--- src/rtl/aps_params.svh ---
/*
 * Constants for the alternate pin steering block: register offsets,
 * selection bit positions, implemented-bit masks and reset values.
 * Assumes inclusion by bare name from rtl/ sources.
 */
`ifndef APS_PARAMS_SVH
`define APS_PARAMS_SVH

// ----------------------------------------
// Register map
// ----------------------------------------
`define APS_ADDR_W          4
`define APS_CTRL0_ADDR      4'h0
`define APS_CTRL1_ADDR      4'h1

// ----------------------------------------
// Selection bit positions
// ----------------------------------------
`define APS_RX_SEL_BIT      7
`define APS_T1G_SEL_BIT     3
`define APS_TX_SEL_BIT      2
`define APS_P1D_SEL_BIT     3
`define APS_P1C_SEL_BIT     2
`define APS_P2B_SEL_BIT     1
`define APS_CAPTURE_COMPARE_2_SEL_BIT    0

// ----------------------------------------
// Masks, reset values, idle levels
// ----------------------------------------
`define APS_CTRL0_MASK      8'h8c
`define APS_CTRL1_MASK      8'h0f
`define APS_CTRL_RESET      8'h00
`define APS_UNROUTED_LEVEL  1'b1
`define APS_NUM_PINS        10
`define APS_NUM_FUNCS       7

`endif

--- src/rtl/aps_pkg.sv ---
/*
 * Types for the alternate pin steering block: pin and function codes.
 * Assumes nothing beyond a SystemVerilog compiler.
 */
package aps_pkg;

	// ----------------------------------------
	// Package pins reachable by steering
	// ----------------------------------------
	typedef enum logic [3:0] {
		PIN_A3   = 4'h0,
		PIN_A4   = 4'h1,
		PIN_A5   = 4'h2,
		PIN_B5   = 4'h3,
		PIN_B7   = 4'h4,
		PIN_C0   = 4'h5,
		PIN_C1   = 4'h6,
		PIN_C2   = 4'h7,
		PIN_C3   = 4'h8,
		PIN_C4   = 4'h9,
		PIN_NONE = 4'hf
	} aps_pin_t;

	// ----------------------------------------
	// Steered peripheral functions, low code wins a shared pin
	// ----------------------------------------
	typedef enum logic [2:0] {
		FN_RX   = 3'h0,
		FN_TX   = 3'h1,
		FN_T1G  = 3'h2,
		FN_P1D  = 3'h3,
		FN_P1C  = 3'h4,
		FN_P2B  = 3'h5,
		FN_CAPTURE_COMPARE_2 = 3'h6
	} aps_func_t;

endpackage

--- src/rtl/aps_steer_if.sv ---
/*
 * Carrier for the two steering registers between the register file
 * and the pin router. Assumes both ends share one clock.
 */
`timescale 1ns/1ns
`default_nettype none

interface aps_steer_if;
	logic [7:0] ctrl0;
	logic [7:0] ctrl1;

	modport regs (output ctrl0, output ctrl1);
	modport core (input ctrl0, input ctrl1);
endinterface

`default_nettype wire

--- src/rtl/aps_steer_regs.sv ---
/*
 * Register file for the two steering registers on a plain strobe port.
 * Assumes one-cycle strobes, never both at once; read data one cycle late.
 */
`timescale 1ns/1ns
`default_nettype none
`include "aps_params.svh"

module aps_steer_regs
	import aps_pkg::*;
(
	input  wire logic                  clock_in,
	input  wire logic                  rst_in,
	input  wire logic [`APS_ADDR_W-1:0] reg_addr_in,
	input  wire logic [7:0]            reg_wdata_in,
	input  wire logic                  reg_wr_in,
	input  wire logic                  reg_rd_in,
	output logic      [7:0]            reg_rdata_out,
	aps_steer_if.regs                  steer
);

	logic [7:0] ctrl0_ff;
	logic [7:0] ctrl1_ff;
	logic [7:0] rdata_ff;

	// ----------------------------------------
	// Register writes
	// ----------------------------------------
	always_ff @(posedge clock_in) begin
		if (rst_in) begin
			ctrl0_ff <= `APS_CTRL_RESET;
			ctrl1_ff <= `APS_CTRL_RESET;
		end else if (reg_wr_in) begin
			if (reg_addr_in == `APS_CTRL0_ADDR) begin
				ctrl0_ff <= reg_wdata_in & `APS_CTRL0_MASK;
			end
			if (reg_addr_in == `APS_CTRL1_ADDR) begin
				ctrl1_ff <= reg_wdata_in & `APS_CTRL1_MASK;
			end
		end
	end

	// ----------------------------------------
	// Read data, valid only in the cycle after the strobe
	// ----------------------------------------
	always_ff @(posedge clock_in) begin
		if (rst_in) begin
			rdata_ff <= 8'h00;
		end else if (reg_rd_in && reg_addr_in == `APS_CTRL0_ADDR) begin
			rdata_ff <= ctrl0_ff & `APS_CTRL0_MASK;
		end else if (reg_rd_in && reg_addr_in == `APS_CTRL1_ADDR) begin
			rdata_ff <= ctrl1_ff & `APS_CTRL1_MASK;
		end else begin
			rdata_ff <= 8'h00;
		end
	end

	assign reg_rdata_out = rdata_ff;
	assign steer.ctrl0   = ctrl0_ff;
	assign steer.ctrl1   = ctrl1_ff;

	// ----------------------------------------
	// Checks
	// ----------------------------------------
	resv_read_a: assert property (
		@(posedge clock_in) disable iff (rst_in)
		$past(reg_rd_in) |-> (reg_rdata_out & ~($past(reg_addr_in == `APS_CTRL0_ADDR) ?
			`APS_CTRL0_MASK : `APS_CTRL1_MASK)) == 8'h00
	) else $error("reserved bits read nonzero");

	reset_clear_a: assert property (
		@(posedge clock_in)
		rst_in |=> (ctrl0_ff == 8'h00 && ctrl1_ff == 8'h00)
	) else $error("steering bits not cleared by reset");

	wr_effect_a: assert property (
		@(posedge clock_in) disable iff (rst_in)
		$past(reg_wr_in && reg_addr_in == `APS_CTRL1_ADDR) && !$past(rst_in)
		|-> ctrl1_ff == ($past(reg_wdata_in) & `APS_CTRL1_MASK)
	) else $error("write to second register not taken");

endmodule

`default_nettype wire

--- src/rtl/aps_pin_steer.sv ---
/*
 * Alternate pin function steering: routes six peripheral functions to
 * one of two pins each and receive to B5 or nowhere, under two software registers.
 * Assumes pad inputs are asynchronous; port latch, direction and all
 * peripheral override signals come from logic on clock_in.
 */
// Function
// - Receive on port B pin 5; 1 invalid
// - Timer gate from A4, or A3 when set
// - Transmit on B7, or C4 when set
// - PWM1 D on C2, or C0 when set
// - PWM1 C on C3, or C1 when set
// - PWM2 B on C2, or A4 when set
// - Capture/compare 2 on C3, or A5
// - Steering never changes direction register contents
// - Overrides only on selected pin; other unaffected
// - Unimplemented bits read as zero
// - All selection bits clear on any reset
`timescale 1ns/1ns
`default_nettype none
`include "aps_params.svh"

module aps_pin_steer
	import aps_pkg::*;
(
	input  wire logic                     clock_in,
	input  wire logic                     rst_in,
	input  wire logic [`APS_ADDR_W-1:0]   reg_addr_in,
	input  wire logic [7:0]               reg_wdata_in,
	input  wire logic                     reg_wr_in,
	input  wire logic                     reg_rd_in,
	output logic      [7:0]               reg_rdata_out,
	input  wire logic [`APS_NUM_PINS-1:0] port_lat_in,
	input  wire logic [`APS_NUM_PINS-1:0] port_pin_direction_register_in,
	input  wire logic [`APS_NUM_PINS-1:0] pad_in,
	output logic      [`APS_NUM_PINS-1:0] pad_out_out,
	output logic      [`APS_NUM_PINS-1:0] pad_oe_out,
	output logic      [`APS_NUM_PINS-1:0] pin_level_out,
	input  wire logic [`APS_NUM_FUNCS-1:0] func_val_ovr_in,
	input  wire logic [`APS_NUM_FUNCS-1:0] func_val_in,
	input  wire logic [`APS_NUM_FUNCS-1:0] func_dir_ovr_in,
	input  wire logic [`APS_NUM_FUNCS-1:0] func_dir_in,
	output logic      [`APS_NUM_FUNCS-1:0] func_level_out
);

	// ----------------------------------------
	// Declarations
	// ----------------------------------------
	aps_steer_if steer ();

	logic [`APS_NUM_PINS-1:0]  pad_meta_ff;
	logic [`APS_NUM_PINS-1:0]  pad_sync_ff;
	logic [`APS_NUM_PINS-1:0]  pad_out_ff;
	logic [`APS_NUM_PINS-1:0]  pad_oe_ff;
	logic [`APS_NUM_FUNCS-1:0] func_level_ff;
	logic [`APS_NUM_PINS-1:0]  nxt_pad_out;
	logic [`APS_NUM_PINS-1:0]  nxt_pad_oe;
	logic [`APS_NUM_FUNCS-1:0] nxt_func_level;
	logic [`APS_NUM_PINS-1:0]  val_owned;
	logic [`APS_NUM_PINS-1:0]  dir_owned;
	logic [`APS_NUM_PINS-1:0]  val_pick;
	logic [`APS_NUM_PINS-1:0]  dir_pick;
	logic                      rx_sel;
	logic                      t1g_sel;
	logic                      tx_sel;
	logic                      p1d_sel;
	logic                      p1c_sel;
	logic                      p2b_sel;
	logic                      capture_compare_2_sel;

	// ----------------------------------------
	// Register file
	// ----------------------------------------
	aps_steer_regs u_regs (
		.clock_in      (clock_in),
		.rst_in        (rst_in),
		.reg_addr_in   (reg_addr_in),
		.reg_wdata_in  (reg_wdata_in),
		.reg_wr_in     (reg_wr_in),
		.reg_rd_in     (reg_rd_in),
		.reg_rdata_out (reg_rdata_out),
		.steer         (steer.regs)
	);

	assign rx_sel   = steer.ctrl0[`APS_RX_SEL_BIT];
	assign t1g_sel  = steer.ctrl0[`APS_T1G_SEL_BIT];
	assign tx_sel   = steer.ctrl0[`APS_TX_SEL_BIT];
	assign p1d_sel  = steer.ctrl1[`APS_P1D_SEL_BIT];
	assign p1c_sel  = steer.ctrl1[`APS_P1C_SEL_BIT];
	assign p2b_sel  = steer.ctrl1[`APS_P2B_SEL_BIT];
	assign capture_compare_2_sel = steer.ctrl1[`APS_CAPTURE_COMPARE_2_SEL_BIT];

	// ----------------------------------------
	// Pin of each function under the current selection
	// ----------------------------------------
	function automatic aps_pin_t sel_pin(input logic [2:0] idx,
	                                     input logic [7:0] c0,
	                                     input logic [7:0] c1);
		aps_pin_t p;
		p = PIN_NONE;
		case (aps_func_t'(idx))
			FN_RX: begin
				p = c0[`APS_RX_SEL_BIT] ? PIN_NONE : PIN_B5;
			end
			FN_T1G: begin
				p = c0[`APS_T1G_SEL_BIT] ? PIN_A3 : PIN_A4;
			end
			FN_TX: begin
				p = c0[`APS_TX_SEL_BIT] ? PIN_C4 : PIN_B7;
			end
			FN_P1D: begin
				p = c1[`APS_P1D_SEL_BIT] ? PIN_C0 : PIN_C2;
			end
			FN_P1C: begin
				p = c1[`APS_P1C_SEL_BIT] ? PIN_C1 : PIN_C3;
			end
			FN_P2B: begin
				p = c1[`APS_P2B_SEL_BIT] ? PIN_A4 : PIN_C2;
			end
			FN_CAPTURE_COMPARE_2: begin
				p = c1[`APS_CAPTURE_COMPARE_2_SEL_BIT] ? PIN_A5 : PIN_C3;
			end
			default: begin
				p = PIN_NONE;
			end
		endcase
		return p;
	endfunction

	// ----------------------------------------
	// Input synchroniser
	// ----------------------------------------
	always_ff @(posedge clock_in) begin
		if (rst_in) begin
			pad_meta_ff <= '0;
			pad_sync_ff <= '0;
		end else begin
			pad_meta_ff <= pad_in;
			pad_sync_ff <= pad_meta_ff;
		end
	end

	assign pin_level_out = pad_sync_ff;

	// ----------------------------------------
	// Output and direction routing per pin
	// ----------------------------------------
	genvar gp;
	generate
		for (gp = 0; gp < `APS_NUM_PINS; gp++) begin : g_pin
			always_comb begin
				val_owned[gp] = 1'b0;
				dir_owned[gp] = 1'b0;
				val_pick[gp]  = 1'b0;
				dir_pick[gp]  = 1'b0;
				for (int f = `APS_NUM_FUNCS - 1; f >= 0; f--) begin
					if (sel_pin(3'(f), steer.ctrl0, steer.ctrl1) == aps_pin_t'(4'(gp))) begin
						if (func_val_ovr_in[f]) begin
							val_owned[gp] = 1'b1;
							val_pick[gp]  = func_val_in[f];
						end
						if (func_dir_ovr_in[f]) begin
							dir_owned[gp] = 1'b1;
							dir_pick[gp]  = func_dir_in[f];
						end
					end
				end
				nxt_pad_out[gp] = val_owned[gp] ? val_pick[gp] : port_lat_in[gp];
				nxt_pad_oe[gp]  = dir_owned[gp] ? dir_pick[gp] : ~port_pin_direction_register_in[gp];
			end

			always_ff @(posedge clock_in) begin
				if (rst_in) begin
					pad_out_ff[gp] <= 1'b0;
					pad_oe_ff[gp]  <= 1'b0;
				end else begin
					pad_out_ff[gp] <= nxt_pad_out[gp];
					pad_oe_ff[gp]  <= nxt_pad_oe[gp];
				end
			end
		end
	endgenerate

	assign pad_out_out = pad_out_ff;
	assign pad_oe_out  = pad_oe_ff;

	// ----------------------------------------
	// Input return to peripherals
	// ----------------------------------------
	always_comb begin
		aps_pin_t p;
		p = PIN_NONE;
		for (int f = 0; f < `APS_NUM_FUNCS; f++) begin
			p = sel_pin(3'(f), steer.ctrl0, steer.ctrl1);
			if (p == PIN_NONE) begin
				nxt_func_level[f] = `APS_UNROUTED_LEVEL;
			end else begin
				nxt_func_level[f] = pad_sync_ff[p];
			end
		end
	end

	always_ff @(posedge clock_in) begin
		if (rst_in) begin
			func_level_ff <= {`APS_NUM_FUNCS{`APS_UNROUTED_LEVEL}};
		end else begin
			func_level_ff <= nxt_func_level;
		end
	end

	assign func_level_out = func_level_ff;

	// ----------------------------------------
	// Checks
	// ----------------------------------------
	rx_route_a: assert property (
		@(posedge clock_in) disable iff (rst_in)
		!$past(rst_in) |-> func_level_out[FN_RX] ==
			($past(rx_sel) ? `APS_UNROUTED_LEVEL : $past(pad_sync_ff[PIN_B5]))
	) else $error("receive input not taken from its pin");

	t1g_route_a: assert property (
		@(posedge clock_in) disable iff (rst_in)
		!$past(rst_in) |-> func_level_out[FN_T1G] ==
			($past(t1g_sel) ? $past(pad_sync_ff[PIN_A3]) : $past(pad_sync_ff[PIN_A4]))
	) else $error("timer gate input on wrong pin");

	tx_route_a: assert property (
		@(posedge clock_in) disable iff (rst_in)
		$past(func_val_ovr_in[FN_TX]) && !$past(rst_in) |->
			(tx_sel == $past(tx_sel)) ?
			($past(tx_sel) ? pad_out_out[PIN_C4] == $past(func_val_in[FN_TX])
			               : pad_out_out[PIN_B7] == $past(func_val_in[FN_TX])) : 1'b1
	) else $error("transmit output on wrong pin");

	p1d_route_a: assert property (
		@(posedge clock_in) disable iff (rst_in)
		$past(func_val_ovr_in[FN_P1D]) && !$past(rst_in) |->
			($past(p1d_sel) ? pad_out_out[PIN_C0] : pad_out_out[PIN_C2])
			== $past(func_val_in[FN_P1D])
	) else $error("pwm1 d output on wrong pin");

	p1c_route_a: assert property (
		@(posedge clock_in) disable iff (rst_in)
		$past(func_val_ovr_in[FN_P1C]) && !$past(rst_in) |->
			($past(p1c_sel) ? pad_out_out[PIN_C1] : pad_out_out[PIN_C3])
			== $past(func_val_in[FN_P1C])
	) else $error("pwm1 c output on wrong pin");

	p2b_route_a: assert property (
		@(posedge clock_in) disable iff (rst_in)
		$past(func_val_ovr_in[FN_P2B] && p2b_sel && !(func_val_ovr_in[FN_T1G] && !t1g_sel))
		&& !$past(rst_in) |-> pad_out_out[PIN_A4] == $past(func_val_in[FN_P2B])
	) else $error("pwm2 b output missing from alternate pin");

	capture_compare_2_route_a: assert property (
		@(posedge clock_in) disable iff (rst_in)
		$past(func_dir_ovr_in[FN_CAPTURE_COMPARE_2] && capture_compare_2_sel) && !$past(rst_in)
		|-> pad_oe_out[PIN_A5] == $past(func_dir_in[FN_CAPTURE_COMPARE_2])
	) else $error("capture compare direction not on alternate pin");

	dir_keep_a: assert property (
		@(posedge clock_in) disable iff (rst_in)
		$past(reg_wr_in && !func_dir_ovr_in[FN_RX]) && !$past(rst_in)
		|-> pad_oe_out[PIN_B5] == !$past(port_pin_direction_register_in[PIN_B5])
	) else $error("register write disturbed pin direction");

	unsel_pin_a: assert property (
		@(posedge clock_in) disable iff (rst_in)
		$past(tx_sel) && !$past(rst_in) |->
			pad_out_out[PIN_B7] == $past(port_lat_in[PIN_B7]) &&
			pad_oe_out[PIN_B7] == !$past(port_pin_direction_register_in[PIN_B7])
	) else $error("unselected pin lost port behaviour");

endmodule

`default_nettype wire

--- config.mk ---
export PLATFORM = sky130hd
export DESIGN_NAME = aps_pin_steer
export DESIGN_NICKNAME = d
export VERILOG_FILES = /design/src/rtl/aps_pkg.sv /design/src/rtl/aps_steer_if.sv /design/src/rtl/aps_steer_regs.sv /design/src/rtl/aps_pin_steer.sv
export VERILOG_INCLUDE_DIRS = /design/src /design/src/rtl
export SDC_FILE = /design/constraint.sdc
export NUM_CORES = 1
export LEC_CHECK = 0
export ABC_AREA = 0
export ABC_CLOCK_PERIOD_IN_PS = 1050
export BUFFER_PORTS_ARGS = -buffer_cell sky130_fd_sc_hd__buf_4
export CORE_MARGIN = 4
export CORE_UTILIZATION = 41
export CTS_BUF_LIST = sky130_fd_sc_hd__clkbuf_8
export DETAILED_ROUTE_END_ITERATION = 10
export PLACE_DENSITY = 0.78
export SYNTH_ARGS = -nofsm -noshare
export SYNTH_HDL_FRONTEND = slang
export SYNTH_SLANG_ARGS = --single-unit
--- constraint.sdc ---
create_clock -name clock_in -period 1.05 [get_ports clock_in]
set_input_delay 0.105 -clock clock_in [delete_from_list [all_inputs] [get_ports clock_in]]
set_output_delay 0.105 -clock clock_in [all_outputs]
set_load 0.01 [all_outputs]
Word level (Yosys, flattened, before mapping)
Index checks and enable logic that the tools add are counted.
- order comparisons: 7
- equal/unequal tests: 71
- multiplexer cells: 567
- bitwise logic cells: 11
- reductions and logical operators: 21
- operators by type and width (operator ; count):
    two-way mux 1 bit ; 552
    == test 4 x 3 -> 1 bit, second input constant ; 28
    == test 4 bit, second input constant ; 18
    == test 4 x 2 -> 1 bit, second input constant ; 14
    == test 4 x 1 -> 1 bit, second input constant ; 8
    logical NOT 4 bit ; 8
    binary-select mux 1 bit (select 4 bit) ; 7
    less-than comparator 4 x 5 -> 1 bit, second input constant ; 4
    two-way mux 4 bit ; 5
    OR reduction 2 bit ; 8
    NOT 1 bit ; 11
    less-than comparator 3 x 5 -> 1 bit, second input constant ; 2
    == test 3 x 4 -> 1 bit, second input constant ; 2
    two-way mux 8 bit ; 1
    less-than comparator 1 x 5 -> 1 bit, second input constant ; 1
    == test 1 x 4 -> 1 bit, second input constant ; 1
    AND reduction 2 bit ; 2
    two-way mux 3 bit ; 1
    OR reduction 3 bit ; 1
    logical AND 1 bit ; 2
    two-way mux 2 bit ; 1
- flip-flop bits (word level): 62
- logic and storage cells: 711

Longest topological paths before layout
- depth after elaboration: 16
- gate-level depth with buffers: 4

Modules after synthesis
Synthesis repeated with hierarchy kept, for this count alone.
- cells, all modules: 224
- area, all modules: 2243.4 um2
- by module, submodules not included (module ; instances ; cells an instance ; area an instance (um2) ; sequential area each (um2)):
    aps_pin_steer ; 1 ; 164 ; 1651.6 ; 940.9
    aps_steer_regs ; 1 ; 60 ; 591.8 ; 240.2

Least setup slack after synthesis
No wires, ideal clock.
- kind: reg-to-reg
- start: register u_regs.ctrl1_ff[0] (netlist: u_regs.steer.ctrl1[0])
- end: register pad_oe_ff[8] (netlist: pad_oe_out[8])
- library setup time: 0.060 ns
- arrival: 1.026 ns
- required time: 0.990 ns
- setup slack: -0.036 ns
- cell stages (with the launch flop): 5
- period minus slack after synthesis: 1.086 ns
- path through: dfxtp_1 buf_6 nand2b_4 a2111oi_0 a31o_1
- longest elaborated chain between the ends: 16
- elaborated cells on any way between the ends: 29
- RTL lines (element ; line ; source):
    from (decl) ; aps_steer_regs.sv:23 ; logic [7:0] ctrl1_ff;
    from (signal assigned) ; aps_steer_regs.sv:32 ; ctrl1_ff <= `APS_CTRL_RESET;
    from (signal assigned) ; aps_steer_regs.sv:38 ; ctrl1_ff <= reg_wdata_in & `APS_CTRL1_MASK;
    two-way mux 4 bit * ; aps_pin_steer.sv:121 ; p = c1[`APS_CAPTURE_COMPARE_2_SEL_BIT] ? PIN_A5 : PIN_C3;
    == test 4 bit * ; aps_pin_steer.sv:157 ; if (sel_pin(3'(f), steer.ctrl0, steer.ctrl1) == aps_pin_t'(4'(gp))) begin
    two-way mux 1 bit ; aps_pin_steer.sv:157 ;
    two-way mux 1 bit ; aps_pin_steer.sv:162 ; if (func_dir_ovr_in[f]) begin
    two-way mux 1 bit ; aps_pin_steer.sv:157 ;
    two-way mux 1 bit ; aps_pin_steer.sv:162 ;
    two-way mux 1 bit ; aps_pin_steer.sv:157 ;
    two-way mux 1 bit ; aps_pin_steer.sv:162 ;
    two-way mux 1 bit ; aps_pin_steer.sv:157 ;
    two-way mux 1 bit ; aps_pin_steer.sv:162 ;
    two-way mux 1 bit ; aps_pin_steer.sv:157 ;
    two-way mux 1 bit ; aps_pin_steer.sv:162 ;
    two-way mux 1 bit ; aps_pin_steer.sv:157 ;
    two-way mux 1 bit ; aps_pin_steer.sv:162 ;
    two-way mux 1 bit ; aps_pin_steer.sv:157 ;
    two-way mux 1 bit * ; aps_pin_steer.sv:169 ; nxt_pad_oe[gp] = dir_owned[gp] ? dir_pick[gp] : ~port_pin_direction_register_in[gp];
    to (signal, indexed assignment) ; aps_pin_steer.sv:178 ; pad_oe_ff[gp] <= nxt_pad_oe[gp];
    to (decl) ; aps_pin_steer.sv:54 ; logic [`APS_NUM_PINS-1:0] pad_oe_ff;
Every way passes the cells marked *; elsewhere a longest branch is shown, timed or not.
A chain may end at the register's enable or synchronous reset.

Worst setup path in the final report
- start: register u_regs.ctrl1_ff[1] (netlist: u_regs.steer.ctrl1[1])
- end: register pad_oe_ff[7] (netlist: pad_oe_out[7])
- longest elaborated chain between the ends: 14
- elaborated cells on any way between the ends: 25
- RTL lines (element ; line ; source):
    two-way mux 3 bit * ; aps_pin_steer.sv:118 ; p = c1[`APS_P2B_SEL_BIT] ? PIN_A4 : PIN_C2;
    == test 4 x 3 -> 1 bit * ; aps_pin_steer.sv:157 ;
    two-way mux 1 bit ; aps_pin_steer.sv:157 ;
    two-way mux 1 bit ; aps_pin_steer.sv:162 ;
    two-way mux 1 bit ; aps_pin_steer.sv:157 ;
    two-way mux 1 bit ; aps_pin_steer.sv:162 ;
    two-way mux 1 bit ; aps_pin_steer.sv:157 ;
    two-way mux 1 bit ; aps_pin_steer.sv:162 ;
    two-way mux 1 bit ; aps_pin_steer.sv:157 ;
    two-way mux 1 bit ; aps_pin_steer.sv:162 ;
    two-way mux 1 bit ; aps_pin_steer.sv:157 ;
    two-way mux 1 bit ; aps_pin_steer.sv:162 ;
    two-way mux 1 bit ; aps_pin_steer.sv:157 ;
    two-way mux 1 bit * ; aps_pin_steer.sv:169 ;
Marks and branches as above.

==> results.toml <==
[logic_synthesis]
syn-instance-count = 220
synth_top_family_by_area = "simple AND/OR/NAND/NOR gates"
synth.ff_latch_count = 59
ys_types = 31
async_reset_ff_frac = 0
postSynthAreaPerCell_sq_um = 9.86
multiplexer_share_of_the_synthesized_area = 0.0784
area_fraction_in_and_or_nand_and_nor_cells_after_synthesis = 0.234
netlist_area_sq_mm = 0.00217
synth.yosys.seq_area_share = 0.544
synth-edff-count = 0
synth_top_area_share = 0.544
ys_warnings = 0
adder_and_majority_gate_portion_of_the_synthesized_area = 0
synth.top_cells.by_area = "sky130_fd_sc_hd__dfxtp_1 (54%), sky130_fd_sc_hd__mux2i_1 (7.8%), sky130_fd_sc_hd__nor2b_1 (6.9%)"
post_synthesis_cell_type_with_the_largest_combined_area = "sky130_fd_sc_hd__dfxtp_1"
synth_flop_cell = "sky130_fd_sc_hd__dfxtp_1"
synth_commonest_cells = "sky130_fd_sc_hd__dfxtp_1 (59), sky130_fd_sc_hd__nand2_1 (26), sky130_fd_sc_hd__nor2b_1 (24)"
synth_compound_gate_area_share = 0.0928
cell_with_the_most_instances_after_synthesis = "sky130_fd_sc_hd__dfxtp_1"
yosys.area_share.xor_xnor = 0

[die]
die_outline_area_sq_mm = 0.00652
fp-row-count = 26
start_util = 0.425
fp.dieW_um = 80.7
design.core.area_sq_mm = 0.00511
chipHeight_um = 80.7
design.portCount = 119

[worst_setup_path]
crit-reg2reg-capture = "pad_oe_out[7]"
crit_slowest_cell = "sky130_fd_sc_hd__dfxtp_4"
worst_setup_path_end_kind = "register"
critical_path.max_fanout = 7
arrival_ns = 1.24
path_cells = "nand2b_4 -> a2111oi_4 -> a31o_1"
max_stage_delay_ns = 0.36
worst_r2r_startpoint = "u_regs.steer.ctrl1[1]"
startpoint_type = "register"
crit_family = "compound AO/OA/AOI/OAI gates"
critPathLaunch = "u_regs.steer.ctrl1[1]"
rr_worst_depth = 3
regToRegSetupSlack_ns = 0.07
crit_buf_inv = 0
critical_path_required_ns = 1.31
critPathKind = "register to register"

[detailed_routing]
wire_per_inst_um = 12.8
drt-pass1-iter-count = 5
post_drt_via_cell_ratio = 4.59
first_iter_violations = 71
via_count = 1960
remaining_drc_errors = 0
drt_wl_total_mm = 5.46
detail-route-antenna-nets = 0

[layout]
layout.area.seq_sq_mm = 0.00119
fillCellCount = 401
area.growth.synth_to_final_pct = 59.3
fin_nets = 427
layout-drive-gt1-share = 0.434
area_used_by_multi_input_combinational_logic_sq_um = 937
final_core_util = 0.677
antenna-diode-count = 0
fin_cells = 427

[placement]
post_detail_place_hpwl_mm = 4.06
io_buffer_count = 112
minimum_setup_slack_after_placement_ns = -0.0798
place.detailed.instances = 401
globalplace.congestion = 0.744

[sta]
final-setup-viol-count = 0
final.setup.worst_slack_ns = 0.0680
slew_violations = 0
timing.fmax_ghz = 1.02
final_report_hold_violation_count = 0
timing.final.crit_period_ns = 0.982
min_period_over_period = 0.935
timing.setup.tns_ns = 0
final.setup_skew_ns = 0.00526
grt_setup_unrepaired = "no"

[power]
vdd_ir_drop_max_v = 0.00117
pd_cells_mw_per_mm2 = 1410
p_leak_nw = 1.60

[clocking]
cts_tree = "built"
cts.clk_slew.worst_paths_ns = 0.06
clock_sink_count = 59
insertion_delay_ns = 0.32
cts_root_buffer = "sky130_fd_sc_hd__clkbuf_8"
cts_htree_levels = 3
clk_path_buf_depth = 2
numCtsBuffers = 9

[grt]
grt_pass1_wl_mm = 8.44
grt_max_degree = 26
number_of_global_route_vias_before_repair = 1925
grt_overflow = 0
grt_antenna_before_repair = 0
global_route.usage.total = 0.169

[status]
outcome = "finished, final reports clean"

[hold_path]
timing.hold.worst_path_depth = 3
start_point_of_the_worst_min_delay_path = "reg_wdata_in[0]"
timing.hold.worst_endpoint = "u_regs.steer.ctrl1[0]"
worstHoldPathType = "input pin to register"

[flow_run]
maxCapViolations = 0
==> flip-flops by register name (all words and copies together), names as in the netlist <==
| name | count |
|---|---|
| func_level_out | 7 |
| pad_meta_ff | 10 |
| pad_oe_out | 10 |
| pad_out_out | 10 |
| pin_level_out | 10 |
| u_regs.reg_rdata_out | 5 |
| u_regs.steer.ctrl0 | 3 |
| u_regs.steer.ctrl1 | 4 |
==> how the worst max path moves through the flow <==
stage	to	depth (start not counted)
2_1_floorplan	pad_oe_out[8]	4
6_report	pad_oe_out[7]	3
3_5_place_dp	u_regs.steer.ctrl1[3]	4
5_1_grt	pad_out_out[8]	3
3_3_place_gp	u_regs.steer.ctrl0[3]	4
4_1_cts	pad_oe_out[7]	3
==> per-stage QoR <==
| step | power, mW | hold WS, ns | instance area, sq um |
|---|---|---|---|
| finish | 4.86 | 0.0211 | 3460 |
| global route | 5.10 | 0.0162 | 3460 |
| CTS | 4.92 | 0.00303 | 3410 |
| detailed placement | 3.06 | 0.293 | 3120 |
| global placement | 3.04 | 0.288 | 3120 |
| floorplan | 2.67 | 0.201 | 2190 |
==> power breakdown <==
part	leakage, nW	internal (mW)	total, mW	switching, mW
logic	1.01	0.401	0.668	0.267
registers	0.491	2.34	2.38	0.0360
clock network	0.0994	1.02	1.81	0.795
total	1.60	3.76	4.86	1.10
==> worst reg2reg max path: stages (launching register included) <==
cell and delay (ns):
sky130_fd_sc_hd__dfxtp_4 0.36, sky130_fd_sc_hd__nand2b_4 0.15, sky130_fd_sc_hd__a2111oi_4 0.28, sky130_fd_sc_hd__a31o_1 0.13
==> placed cells by master, fill, tap and decap left out, types with 3 or more instances in the layout <==
master	count
sky130_fd_sc_hd__buf_4	125
sky130_fd_sc_hd__dfxtp_1	54
sky130_fd_sc_hd__nand2_1	26
sky130_fd_sc_hd__nor2b_1	24
sky130_fd_sc_hd__mux2i_1	17
sky130_fd_sc_hd__nor2_1	15
sky130_fd_sc_hd__clkbuf_8	12
sky130_fd_sc_hd__a21oi_1	11
sky130_fd_sc_hd__dlygate4sd3_1	11
sky130_fd_sc_hd__nand2b_1	7
sky130_fd_sc_hd__nand3_1	6
sky130_fd_sc_hd__a211oi_1	6
sky130_fd_sc_hd__a31oi_1	5
sky130_fd_sc_hd__inv_1	4
sky130_fd_sc_hd__conb_1	3
sky130_fd_sc_hd__dfxtp_2	3
==> logic make-up after synthesis <==
| group | count (synthesis) |
|---|---|
| buf+inv | 19 |
| simple gates | 93 |
| flops | 59 |
| other cells | 1 |
| mux | 17 |
| compound gates | 31 |
==> per-layer routing <==
layer  share of wire  global-route usage  up-vias  wire length, um
met1            0.37               0.184      886             2010
met3           0.094              0.0565        6              513
met5               0                   0        -                0
met2            0.53               0.299       71             2890
li1                -                   -      997                -
met4           0.010              0.0760        0               55
==> repair_timing <==
action                     4_1_cts  5_1_grt
hold buffers                    11        0
setup buffers                    0        0
pin swaps                        0        2
resized for setup                2        9
hold endpoints to repair        11        0
setup endpoints to repair        3        7
==> layout make-up <==
type / count / area share
Tap cell: 70 / 0.0253
Inverter: 3 / 0.00326
Clock inverter: 3 / 0.00398
Multi-Input combinational cell: 144 / 0.271
Sequential cell: 59 / 0.345
Clock buffer: 12 / 0.0478
Timing Repair Buffer: 136 / 0.303
Power figures use the tool's default switching activity.
